**src/cic_pkg.sv**
```systemverilog
// Constants and types shared by the configurable io_cell design
package cic_pkg;

    // ==========================================================
    // Register bus geometry
    localparam int CIC_ADDR_W = 8;
    localparam int CIC_DATA_W = 32;

    // ==========================================================
    // Register offsets (byte addresses)
    localparam logic [7:0] CIC_CFG_OFS = 8'h00;    // Cell configuration word
    localparam logic [7:0] CIC_CTRL_OFS = 8'h04;   // Configuration done control
    localparam logic [7:0] CIC_STAT_OFS = 8'h08;   // Live cell state, read only

    // ==========================================================
    // Configuration word field positions
    localparam int CIC_CFG_IN_LATCH = 0;      // Input element is a latch
    localparam int CIC_CFG_OUT_LATCH = 1;     // Output element is a latch
    localparam int CIC_CFG_OE_LATCH = 2;      // Enable element is a latch
    localparam int CIC_CFG_IN_SRM = 3;        // Input set/reset mode, 2 bits
    localparam int CIC_CFG_OUT_SRM = 5;       // Output set/reset mode, 2 bits
    localparam int CIC_CFG_OE_SRM = 7;        // Enable set/reset mode, 2 bits
    localparam int CIC_CFG_CLK_INV = 9;       // Invert cell clock
    localparam int CIC_CFG_SR_INV = 10;       // Invert shared set/reset
    localparam int CIC_CFG_IN_CE_INV = 11;    // Invert input clock enable
    localparam int CIC_CFG_OUT_CE_INV = 12;   // Invert output clock enable
    localparam int CIC_CFG_OE_CE_INV = 13;    // Invert enable clock enable
    localparam int CIC_CFG_OUT_INV = 14;      // Invert pad output data
    localparam int CIC_CFG_IN_DLY = 15;       // Insert input delay stage
    localparam int CIC_CFG_OUT_REG = 16;      // Pad data from output element
    localparam int CIC_CFG_OE_REG = 17;       // Pad enable from enable element
    localparam int CIC_CFG_KEEPER = 18;       // Weak keeper selected
    localparam int CIC_CFG_PULL_UP = 19;      // Pull-up selected
    localparam int CIC_CFG_PULL_DN = 20;      // Pull-down selected
    localparam int CIC_CFG_IN_COMB = 21;      // Direct input path enabled
    localparam int CIC_CFG_IN_REG = 22;       // Registered input path enabled
    localparam int CIC_CFG_OE_INV = 23;       // Invert output enable control
    localparam int CIC_CFG_W = 24;            // Implemented width

    // ==========================================================
    // Control and status field positions
    localparam int CIC_CTRL_DONE = 0;         // Configuration complete
    localparam int CIC_STAT_DONE = 0;         // Mirror of done
    localparam int CIC_STAT_PAD = 1;          // Sensed pad level
    localparam int CIC_STAT_IN_Q = 2;         // Input element value
    localparam int CIC_STAT_OUT_Q = 3;        // Output element value
    localparam int CIC_STAT_OE_Q = 4;         // Enable element value

    // ==========================================================
    // Reset values
    localparam logic [CIC_CFG_W-1:0] CIC_CFG_RST = 24'h000000;
    localparam logic CIC_DONE_RST = 1'b0;
    localparam logic CIC_Q_RST = 1'b0;
    localparam logic [CIC_DATA_W-1:0] CIC_RD_ZERO = 32'h00000000;

    // ==========================================================
    // Set/reset behaviour of one storage element
    typedef enum logic [1:0] {
        CIC_SR_SYNC_SET,
        CIC_SR_SYNC_RESET,
        CIC_SR_ASYNC_PRESET,
        CIC_SR_ASYNC_CLEAR
    } cic_sr_mode_e;

endpackage : cic_pkg

```
**src/cic_io_cell.sv**
```systemverilog
// Configurable io_cell: three storage elements, pad paths and register port
//
// Contract
// Each element selectable flip-flop or latch
// One shared clock, separate clock enables
// Shared set/reset, four modes per element
// Output drive and controls individually invertible
// Unconfigured pads held high impedance
// Unconfigured: no pull-down, no keeper
// Early pull-up is one global mode input
// Input delivered direct, registered, or both
// Optional delay ahead of input element
// Pad data direct or from output element
// Pad enable direct or from element
// Keeper weakly drives pad to sensed level
// Configured pads offer pull-up or pull-down
// Settings in reloadable configuration storage
// Latch transparent while clock active, else hold
//
// Our own choices: the register offsets and the strobed register port.
`timescale 1ns/1ps

module cic_io_cell
    import cic_pkg::*;
(
    // System clock and reset
    input wire logic clk_sys_in,
    input wire logic rst_in,
    // Register port
    input wire logic [cic_pkg::CIC_ADDR_W-1:0] reg_addr_in,
    input wire logic [cic_pkg::CIC_DATA_W-1:0] reg_wdata_in,
    input wire logic reg_wr_in,
    input wire logic reg_rd_in,
    output logic [cic_pkg::CIC_DATA_W-1:0] reg_rdata_out,
    // Device-wide configuration mode
    input wire logic pullup_mode_in,
    // Fabric side controls
    input wire logic cell_clk_in,
    input wire logic shared_set_reset_in,
    input wire logic in_ce_in,
    input wire logic out_ce_in,
    input wire logic oe_ce_in,
    // Fabric side data
    input wire logic fab_out_in,
    input wire logic fab_oe_in,
    output logic fab_in_direct_out,
    output logic fab_in_reg_out,
    // Pad side
    input wire logic pad_in,
    output logic pad_out,
    output logic pad_oe_out,
    output logic pad_pull_up_out,
    output logic pad_pull_dn_out,
    output logic pad_keep_oe_out,
    output logic pad_keep_out
);
    import cic_pkg::*;

    // ==========================================================
    // Configuration storage
    logic [CIC_CFG_W-1:0] cfg_reg;       // Cell settings
    logic [CIC_CFG_W-1:0] cfg_next;
    logic done_reg;                      // Configuration complete
    logic done_next;
    logic [CIC_DATA_W-1:0] rdata_reg;    // Read data, one cycle after strobe
    logic [CIC_DATA_W-1:0] rdata_next;

    // Address decode
    wire hit_cfg = (reg_addr_in == CIC_CFG_OFS);
    wire hit_ctrl = (reg_addr_in == CIC_CTRL_OFS);
    wire hit_stat = (reg_addr_in == CIC_STAT_OFS);
    wire wr_cfg = reg_wr_in && hit_cfg;
    wire wr_ctrl = reg_wr_in && hit_ctrl;

    // Settings may be rewritten at any time to reload the cell
    assign cfg_next = wr_cfg ? reg_wdata_in[CIC_CFG_W-1:0] : cfg_reg;
    assign done_next = wr_ctrl ? reg_wdata_in[CIC_CTRL_DONE] : done_reg;

    // Storage update
    always_ff @(posedge clk_sys_in or posedge rst_in) begin
        if (rst_in) begin
            cfg_reg <= CIC_CFG_RST;
            done_reg <= CIC_DONE_RST;
        end else begin
            cfg_reg <= cfg_next;
            done_reg <= done_next;
        end
    end

    // ==========================================================
    // Field decode
    wire clk_inv = cfg_reg[CIC_CFG_CLK_INV];
    wire sr_inv = cfg_reg[CIC_CFG_SR_INV];
    wire out_inv = cfg_reg[CIC_CFG_OUT_INV];
    wire oe_inv = cfg_reg[CIC_CFG_OE_INV];
    wire in_dly_en = cfg_reg[CIC_CFG_IN_DLY];
    wire out_use_reg = cfg_reg[CIC_CFG_OUT_REG];
    wire oe_use_reg = cfg_reg[CIC_CFG_OE_REG];
    wire keeper_sel = cfg_reg[CIC_CFG_KEEPER];
    wire pull_up_sel = cfg_reg[CIC_CFG_PULL_UP];
    wire pull_dn_sel = cfg_reg[CIC_CFG_PULL_DN];
    wire in_comb_en = cfg_reg[CIC_CFG_IN_COMB];
    wire in_reg_en = cfg_reg[CIC_CFG_IN_REG];
    wire cic_sr_mode_e in_srm = cic_sr_mode_e'(cfg_reg[CIC_CFG_IN_SRM+:2]);
    wire cic_sr_mode_e out_srm = cic_sr_mode_e'(cfg_reg[CIC_CFG_OUT_SRM+:2]);
    wire cic_sr_mode_e oe_srm = cic_sr_mode_e'(cfg_reg[CIC_CFG_OE_SRM+:2]);

    // ==========================================================
    // Control polarity
    wire clk_lvl = cell_clk_in ^ clk_inv;
    wire sr_act = shared_set_reset_in ^ sr_inv;
    wire in_ce = in_ce_in ^ cfg_reg[CIC_CFG_IN_CE_INV];
    wire out_ce = out_ce_in ^ cfg_reg[CIC_CFG_OUT_CE_INV];
    wire oe_ce = oe_ce_in ^ cfg_reg[CIC_CFG_OE_CE_INV];
    wire oe_ctl = fab_oe_in ^ oe_inv;

    // Cell clock sampled to find its active edge
    logic clk_lvl_reg;
    wire clk_rise = clk_lvl && !clk_lvl_reg;

    // Previous clock level
    always_ff @(posedge clk_sys_in or posedge rst_in) begin
        if (rst_in) begin
            clk_lvl_reg <= 1'b0;
        end else begin
            clk_lvl_reg <= clk_lvl;
        end
    end

    // ==========================================================
    // Input path
    logic pad_dly_reg;                   // Delay stage ahead of input element
    always_ff @(posedge clk_sys_in or posedge rst_in) begin
        if (rst_in) begin
            pad_dly_reg <= CIC_Q_RST;
        end else begin
            pad_dly_reg <= pad_in;
        end
    end

    // Delay stage is bypassable; it pushes capture past the data hold window
    wire in_d = in_dly_en ? pad_dly_reg : pad_in;
    logic in_q;
    logic out_q;
    logic oe_q;

    // ==========================================================
    // Three storage elements on one clock and one set/reset
    cic_store_elem u_in_elem (
        .clk_sys_in(clk_sys_in),
        .rst_in(rst_in),
        .clk_level_in(clk_lvl),
        .clk_rise_in(clk_rise),
        .ce_in(in_ce),
        .sr_in(sr_act),
        .latch_mode_in(cfg_reg[CIC_CFG_IN_LATCH]),
        .sr_mode_in(in_srm),
        .d_in(in_d),
        .q_out(in_q)
    );

    cic_store_elem u_out_elem (
        .clk_sys_in(clk_sys_in),
        .rst_in(rst_in),
        .clk_level_in(clk_lvl),
        .clk_rise_in(clk_rise),
        .ce_in(out_ce),
        .sr_in(sr_act),
        .latch_mode_in(cfg_reg[CIC_CFG_OUT_LATCH]),
        .sr_mode_in(out_srm),
        .d_in(fab_out_in),
        .q_out(out_q)
    );

    cic_store_elem u_oe_elem (
        .clk_sys_in(clk_sys_in),
        .rst_in(rst_in),
        .clk_level_in(clk_lvl),
        .clk_rise_in(clk_rise),
        .ce_in(oe_ce),
        .sr_in(sr_act),
        .latch_mode_in(cfg_reg[CIC_CFG_OE_LATCH]),
        .sr_mode_in(oe_srm),
        .d_in(oe_ctl),
        .q_out(oe_q)
    );

    // ==========================================================
    // Fabric-facing input, either or both paths at once
    assign fab_in_direct_out = in_comb_en && pad_in;
    assign fab_in_reg_out = in_reg_en && in_q;

    // ==========================================================
    // Output path
    wire out_sel = out_use_reg ? out_q : fab_out_in;
    wire oe_sel = oe_use_reg ? oe_q : oe_ctl;
    assign pad_out = out_sel ^ out_inv;

    // Driver stays off until configuration is complete
    assign pad_oe_out = done_reg && oe_sel;

    // ==========================================================
    // Pulls and keeper
    wire pull_dn_cfg = pull_dn_sel && !pull_up_sel;                         // Pull-up wins a clash
    wire keep_cfg = keeper_sel && !pull_up_sel && !pull_dn_sel;
    // Early pull-up is one device-wide choice, not per pad
    assign pad_pull_up_out = done_reg ? pull_up_sel : pullup_mode_in;
    assign pad_pull_dn_out = done_reg && pull_dn_cfg;
    // Keeper weakly follows the sensed level, holding it when all drivers stop
    assign pad_keep_oe_out = done_reg && keep_cfg && !pad_oe_out;
    assign pad_keep_out = pad_in;

    // ==========================================================
    // Read path
    wire [CIC_DATA_W-1:0] cfg_word = {{(CIC_DATA_W-CIC_CFG_W){1'b0}}, cfg_reg};
    wire [CIC_DATA_W-1:0] ctrl_word = {{(CIC_DATA_W-1){1'b0}}, done_reg};
    wire [CIC_DATA_W-1:0] stat_word = {{(CIC_DATA_W-5){1'b0}}, oe_q, out_q, in_q, pad_in, done_reg};

    // Select read word; unmapped addresses read zero
    always_comb begin
        if (!reg_rd_in) begin
            rdata_next = CIC_RD_ZERO;
        end else if (hit_cfg) begin
            rdata_next = cfg_word;
        end else if (hit_ctrl) begin
            rdata_next = ctrl_word;
        end else if (hit_stat) begin
            rdata_next = stat_word;
        end else begin
            rdata_next = CIC_RD_ZERO;
        end
    end

    // Read data register
    always_ff @(posedge clk_sys_in or posedge rst_in) begin
        if (rst_in) begin
            rdata_reg <= CIC_RD_ZERO;
        end else begin
            rdata_reg <= rdata_next;
        end
    end

    assign reg_rdata_out = rdata_reg;

endmodule : cic_io_cell

```
**src/cic_store_elem.sv**
```systemverilog
// One io_cell storage element: flip-flop or latch with set/reset options
`timescale 1ns/1ps

module cic_store_elem
    import cic_pkg::*;
(
    // System clock and reset
    input wire logic clk_sys_in,
    input wire logic rst_in,
    // Polarity-adjusted controls
    input wire logic clk_level_in,
    input wire logic clk_rise_in,
    input wire logic ce_in,
    input wire logic sr_in,
    // Element configuration
    input wire logic latch_mode_in,
    input wire cic_pkg::cic_sr_mode_e sr_mode_in,
    // Data
    input wire logic d_in,
    output logic q_out
);
    import cic_pkg::*;

    // ==========================================================
    // Decode
    logic q_reg;         // Held value
    logic q_next;        // Next held value
    wire sr_is_async = (sr_mode_in == CIC_SR_ASYNC_PRESET) || (sr_mode_in == CIC_SR_ASYNC_CLEAR);
    wire sr_value = (sr_mode_in == CIC_SR_SYNC_SET) || (sr_mode_in == CIC_SR_ASYNC_PRESET);
    wire sr_force = sr_in && sr_is_async;                  // Immediate force
    wire transparent = latch_mode_in && clk_level_in && ce_in;  // Latch open
    wire edge_take = !latch_mode_in && clk_rise_in && ce_in;    // Flip-flop edge
    wire take = transparent || edge_take;
    wire take_data = sr_in ? sr_value : d_in;              // Synchronous set/reset wins

    // ==========================================================
    // Next value
    always_comb begin
        if (sr_force) begin
            q_next = sr_value;                             // Preset or clear
        end else if (take) begin
            q_next = take_data;
        end else begin
            q_next = q_reg;                                // Hold while closed
        end
    end

    // Held state
    always_ff @(posedge clk_sys_in or posedge rst_in) begin
        if (rst_in) begin
            q_reg <= CIC_Q_RST;
        end else begin
            q_reg <= q_next;
        end
    end

    // Latch passes data straight through while open
    assign q_out = sr_force ? sr_value : (transparent ? take_data : q_reg);

endmodule : cic_store_elem

```
**config.mk**
```make
export PLATFORM = sky130hd
export DESIGN_NAME = cic_io_cell
export DESIGN_NICKNAME = d
export VERILOG_FILES = /design/src/cic_pkg.sv /design/src/cic_io_cell.sv /design/src/cic_store_elem.sv
export SDC_FILE = /design/constraint.sdc
export NUM_CORES = 1
export LEC_CHECK = 0
export ABC_AREA = 1
export BUFFER_PORTS_ARGS = -buffer_cell sky130_fd_sc_hd__buf_2
export CAP_MARGIN = 20
export CORE_MARGIN = 2
export CORE_UTILIZATION = 40
export DETAILED_ROUTE_END_ITERATION = 12
export GPL_TIMING_DRIVEN = 0
export PLACE_DENSITY_LB_ADDON = 0.05
export SYNTH_ARGS = -nofsm -noshare
export SYNTH_HDL_FRONTEND = slang
export SYNTH_HIERARCHICAL = 1
export SYNTH_SLANG_ARGS = --single-unit
```
**constraint.sdc**
```tcl
create_clock -name clk_sys_in -period 1.75 [get_ports clk_sys_in]
set_input_delay 0.2625 -clock clk_sys_in [delete_from_list [all_inputs] [get_ports clk_sys_in]]
set_output_delay 0.2625 -clock clk_sys_in [all_outputs]
set_load 0.01 [all_outputs]
```
==> flow_metrics.py, run 1 <==
metrics = {
    "status": {
        "status": "finished, violations left",
        "violations": "setup timing",
    },
    "worst_setup_path": {
        "r2r-start": "cfg_reg[10]",
        "r2r_slack_ps": 140,
        "cp_max_fo": 7,
        "r2r_cells": 10,
        "crit_required_ps": 1490,
        "start_kind": "flop",
        "reg2reg_to": "reg_rdata_out[2]",
        "crit_type": "reg -> out",
        "end_kind": "output port",
        "worstPathArrival_ps": 1890,
    },
    "route": {
        "first_iter_violations": 88,
        "route.detailed.drc": 0,
        "vias": 2261,
        "post_drt_wl_per_cell_um": 12.2,
        "firstDrtPassIters": 4,
        "via_per_inst": 4.45,
        "routed_wl_um": 6190,
        "ant_nets": 0,
    },
    "sta": {
        "post-route-period-util": 1.23,
        "slew_viol_final": 0,
        "finalHoldViolCount": 0,
        "fin_crit_ps": 2150,
        "fmax_mhz": 465,
        "rsz0062_at_grt": "true",
        "skew_ps": 5.79,
        "setup_slack_ps": -399,
        "worst_slew_pin_slew_ps": 541,
        "whs_ps": 142,
        "setup_viol": 4,
        "slew_headroom": 0.639,
    },
    "grt": {
        "antenna_found_initial": 0,
        "track_usage": 0.175,
        "grt_max_degree": 31,
        "grt_overflow": 0,
        "grt_pass1_wl_um": 9800,
        "grt_pass1_vias": 2083,
    },
    "cells_and_area": {
        "fillers": 632,
        "stdcell_area_sq_um": 3420,
        "area_delta_synth_final_pct": 30.3,
        "antenna_cells": 0,
        "drive_gt1_frac": 0.343,
        "nets": 484,
        "fin_util": 0.539,
    },
    "floorplan": {
        "die_y_um": 85.1,
        "die_x_um": 85.1,
        "num_rows": 29,
        "core_area_sq_um": 6350,
        "die-area_sq_um": 7240,
        "io_pins": 93,
        "start_util": 0.414,
    },
    "clock_network": {
        "cts.clk_slew.worst_paths_ps": 90,
        "cts_buffers": 5,
        "htree_levels": 2,
        "cts.sinks": 54,
        "cts_max_path_buffers": 2,
        "clk_latency_ps": 300,
        "cts_tree": "built",
        "cts-root-buf": "clkbuf_8",
    },
    "yosys": {
        "synthCells": 327,
        "yosysUniqueCellTypes": 22,
        "synth_seq_cells": 54,
        "syn-mean-instance-area_sq_um": 8.04,
        "synth_top_area_frac": 0.514,
        "synth_area_leader_cell": "dfrtp_1",
        "async_reset_ff_frac": 1.00,
        "yosys-top-cells-count": "nand2_1 (101), dfrtp_1 (54), nand3_1 (47)",
        "synth_edf_count": 0,
        "synth_most_common_cell": "nand2_1",
        "yosysWarningCount": 6,
        "synth-main-ff-cell": "dfrtp_1",
        "synth_area_leaders": "dfrtp_1 (51%), nand2_1 (14%), nand3_1 (8.9%)",
        "netlist_area_sq_um": 2630,
        "seq_area_frac_synth": 0.514,
    },
    "placed_design": {
        "placed_area_sq_um": 3160,
        "portBuffers": 75,
        "gp_congestion": 0.842,
        "hpwl_um": 4670,
    },
    "hold_path": {
        "hold_end": "pad_dly_reg",
        "holdPathStages": 1,
        "hold_start": "pad_in",
        "hp-class": "in -> reg",
    },
    "power": {
        "power_density_nw_per_um2": 689,
        "peakVddDrop_mv": 0.407,
        "leakagePower_nw": 2.01,
    },
    "flow_run": {
        "cap_viol_max_count": 0,
    },
}
-- critical path, cell delays in order (launching register included) --
cell and delay, ps:
dfrtp_2 450, xor2_4 260, buf_4 170, buf_6 90, nand2_1 90, or2_0 220
nand2_2 90, nand2_1 50, inv_1 50, buf_2 120
-- logic make-up after synthesis --
group / synth area share
and+or+nand+nor: 0.342
buffers and inverters: 0.118
DFF: 0.514
xor gates and xnor gates: 0.0167
AOI/OAI and AO/OA: 0.00761
other: 0.00143
-- how the worst max path moves through the flow --
stage,from,end,cells after the start
3_3_place_gp,rst_in,cfg_reg[21],2
5_1_grt,cfg_reg[10],pad_keep_oe_out,12
4_1_cts,cfg_reg[10],pad_keep_oe_out,12
3_5_place_dp,cfg_reg[10],pad_keep_oe_out,10
2_1_floorplan,cfg_reg[9],pad_keep_oe_out,13
6_report,cfg_reg[10],fab_in_reg_out,9
-- power breakdown --
part,internal (mW),total (mW),switching (mW)
sequential,1.29,1.33,0.0379
clock,0.277,0.653,0.377
combinational,0.167,0.374,0.207
-- routing by layer --
layer	share of wire	routed length, um	up-vias	track usage
li1	-	-	1178	-
met1	0.47	2900	1026	0.242
met2	0.47	2920	53	0.278
met3	0.046	284	4	0.0370
met4	0.014	85	0	0.0519
met5	0	0	-	0
-- placed cells by master (no fill, tap or decap) --
master,count
nand4_1,3
inv_1,40
or2_4,1
or2_0,3
nand3_2,2
nand3b_1,3
nand2_2,8
dfrtp_1,53
nand2_1,94
o21ai_1,1
dlygate4sd3_1,1
buf_2,77
nand3_1,43
buf_12,1
a21oi_1,1
conb_1,8
nor3_1,1
clkbuf_8,5
nor2_1,23
o21ai_0,2
clkbuf_1,4
nor2_8,1
nand3_4,2
xor2_2,1
nor2_2,12
xor2_4,1
inv_2,5
dfrtp_2,1
xor2_1,3
buf_6,4
buf_4,24
nand2_4,3
-- area by class of cell --
class                   count  area [sq um]  share of cell area
flip-flops and latches     54          1350               0.395
multi-input cells         216          1080               0.316
repair buffers             90           507               0.148
inverters                  45           169              0.0493
plain buffers              19           141              0.0413
well taps                  77          96.3              0.0281
clock buffers               7          76.3              0.0223
-- stage by stage --
step	std cells	setup slack [ps]	power [mW]	TNS (ps)
after global placement	486	-508	1.65	-26560
after floorplan	334	14.9	1.54	0
final	508	-399	2.36	-1430
after CTS	505	-358	2.36	-1330
after global routing	508	-520	2.48	-2000
after detailed placement	487	-284	1.66	-845
-- timing repair --
action | in CTS | in global routing
setup buffers | 10 | 3
hold buffers | 1 | 0
resized for setup | 19 | 3
endpoints found under the setup margin | 4 | 4
pin swaps | 14 | 1
hold endpoints to repair | 3 | 0
No activity file was read; power rests on OpenSTA's default activity.
==> inputs of run 2 (changes only) <==
--- a/config.mk
+++ b/config.mk
@@ -5,10 +5,8 @@
 export SDC_FILE = /design/constraint.sdc
 export NUM_CORES = 1
 export LEC_CHECK = 0
-export ABC_AREA = 1
 export BUFFER_PORTS_ARGS = -buffer_cell sky130_fd_sc_hd__buf_2
 export CAP_MARGIN = 20
-export CORE_MARGIN = 2
 export CORE_UTILIZATION = 40
 export DETAILED_ROUTE_END_ITERATION = 12
 export GPL_TIMING_DRIVEN = 0
==> run 2 against run 1 <==
Compared with the run above: the run still ends with setup timing left; non-clock buffer count is 10 lower; hold slack worse by 16 ps; fmax is 4.8% lower; cell area is 3.1% lower; area after synthesis is 3.0% lower; via count is 23% lower; critical path type unchanged; largest power group unchanged; highest routed layer unchanged.
==> flow_metrics.py, run 2 <==
metrics = {
    "yosys": {
        "syn-mean-instance-area_sq_um": 13.1,
        "synth_seq_cells": 54,
        "yosys-top-cells-count": "dfrtp_1 (54), mux2_4 (23), and2_1 (21)",
        "seq_area_frac_synth": 0.530,
        "yosysUniqueCellTypes": 33,
        "synth_area_leaders": "dfrtp_1 (53%), mux2_4 (14%), and2_1 (5.2%)",
        "synth_edf_count": 0,
        "synth_area_leader_cell": "dfrtp_1",
        "yosysWarningCount": 6,
        "synth-main-ff-cell": "dfrtp_1",
        "synth_most_common_cell": "dfrtp_1",
        "async_reset_ff_frac": 1.00,
        "synthCells": 194,
        "synth_top_area_frac": 0.530,
        "netlist_area_sq_um": 2550,
    },
    "floorplan": {
        "start_util": 0.423,
        "die_x_um": 81.8,
        "io_pins": 93,
        "die_y_um": 81.8,
        "num_rows": 28,
        "core_area_sq_um": 6030,
        "die-area_sq_um": 6700,
    },
    "worst_setup_path": {
        "crit_required_ps": 1490,
        "start_kind": "flop",
        "reg2reg_to": "reg_rdata_out[2]",
        "worstPathArrival_ps": 1990,
        "r2r_slack_ps": 90,
        "r2r_cells": 7,
        "crit_type": "reg -> out",
        "setup.worst_path.start": "cfg_reg[9]",
        "end_kind": "output port",
        "cp_max_fo": 4,
        "r2r-start": "cfg_reg[9]",
        "crit_end": "pad_out",
    },
    "power": {
        "power_density_nw_per_um2": 738,
        "leakagePower_nw": 1.82,
        "peakVddDrop_mv": 0.410,
    },
    "sta": {
        "setup_viol": 4,
        "post-route-period-util": 1.29,
        "finalHoldViolCount": 0,
        "slew_viol_final": 0,
        "rsz0062_at_grt": "true",
        "whs_ps": 126,
        "setup_slack_ps": -506,
        "skew_ps": 8.87,
        "fin_crit_ps": 2260,
        "fmax_mhz": 443,
    },
    "route": {
        "firstDrtPassIters": 4,
        "vias": 1730,
        "routed_wl_um": 5280,
        "first_iter_violations": 54,
        "ant_nets": 0,
        "route.detailed.drc": 0,
        "post_drt_wl_per_cell_um": 14.3,
        "via_per_inst": 4.69,
    },
    "status": {
        "status": "finished, violations left",
        "violations": "setup timing",
    },
    "clock_network": {
        "cts-root-buf": "clkbuf_8",
        "clk_latency_ps": 300,
        "htree_levels": 2,
        "cts_max_path_buffers": 2,
        "cts.sinks": 54,
        "cts_tree": "built",
        "cts.clk_slew.worst_paths_ps": 90,
        "cts_buffers": 5,
    },
    "cells_and_area": {
        "fillers": 556,
        "regArea_sq_um": 1350,
        "antenna_cells": 0,
        "nets": 346,
        "multiInputGateArea_sq_um": 1190,
        "area_delta_synth_final_pct": 30.1,
        "final_common_cell": "buf_2",
        "final_cell_mix": "buf_2 (76), dfrtp_1 (52), mux2_4 (23)",
        "drive_gt1_frac": 0.520,
    },
    "grt": {
        "grt_overflow": 0,
        "grt_max_degree": 32,
        "grt_pass1_wl_um": 8310,
        "track_usage": 0.169,
        "antenna_found_initial": 0,
        "grt_pass1_vias": 1644,
    },
    "placed_design": {
        "gp_congestion": 0.707,
        "place_ws_ps": -356,
        "hpwl_um": 3750,
        "portBuffers": 75,
    },
    "flow_run": {
        "cap_viol_max_count": 0,
    },
    "hold_path": {
        "hp-class": "in -> reg",
    },
}
## run 2: cell types whose count changed after synthesis, moves of 11 or more
cell     before  now
nor2_1       24   10
and2_1        0   21
inv_1        45    4
nand3_1      47    7
nand2_1     101    6
mux2_4        0   23
nor2_2       11    0
## run 2: layout make-up
class | count | area share
multi-input combinational | 129 | 0.359
sequential | 54 | 0.408
clock inverter | 1 | 0.00151
timing repair buffer | 85 | 0.140
tap | 75 | 0.0283
inverter | 4 | 0.00453
clock buffer | 7 | 0.0260
buffer | 14 | 0.0324
## run 2: through the flow
stage               std cells  power [mW]  utilization  area, sq um  TNS (ps)
floorplan                 201        1.58            -         2620      -199
global placement          351        1.70        0.512         3090    -26020
detailed placement        352        1.71        0.516         3110     -1130
CTS                       369        2.47        0.548         3300     -2120
global route              369        2.58        0.550         3320     -2440
finish                    369        2.45        0.550         3320     -1920
## run 2: cell families (layout without fill, tap and decap cells)
family | Yosys count | count (layout) | share of synthesized area
simple gates | 58 | 58 | 0.140
flops | 54 | 54 | 0.530
mux | 36 | 36 | 0.190
compound gates | 20 | 20 | 0.0663
buf+inv | 18 | 111 | 0.0481
xor+xnor | 7 | 7 | 0.0241
other cells | 1 | 8 | 0.00147
## run 2: worst min-delay path by stage
stage               slack (ps)              end   start  cells after the start
floorplan                   -9  u_in_elem/q_reg  rst_in                      1
global placement           140  u_oe_elem/q_reg  rst_in                      2
detailed placement         140  u_in_elem/q_reg  rst_in                      2
CTS                        120      pad_dly_reg  pad_in                      1
global route               120      pad_dly_reg  pad_in                      1
finish                     130      pad_dly_reg  pad_in                      1
## run 2: worst max-delay path: stages (launching register included)
cell and delay [ps]:
dfrtp_2 450, xor2_4 210, nand3_1 120, or3_1 310, o211a_1 130, mux2i_1 200, xnor2_1 140, buf_2 150
## run 2: where the power goes
group | internal [mW] | total (mW) | switching [mW]
clock | 0.320 | 0.714 | 0.394
combinational | 0.221 | 0.401 | 0.180
sequential | 1.29 | 1.33 | 0.0399
## run 2: routing by layer
metal / vias up / GRT usage / share of wire
met4: 0 / 0.0421 / 0.012
li1: 841 / - / -
met2: 55 / 0.259 / 0.44
met3: 8 / 0.0400 / 0.052
met1: 826 / 0.238 / 0.50
met5: - / 0 / 0
## run 2: repair_timing
action / in CTS / in global routing
pin swaps: 4 / 1
resized for setup: 5 / 3
setup endpoints to repair: 4 / 10
setup buffers: 8 / 0
hold buffers: 1 / 0
endpoints found under the hold margin: 3 / 0
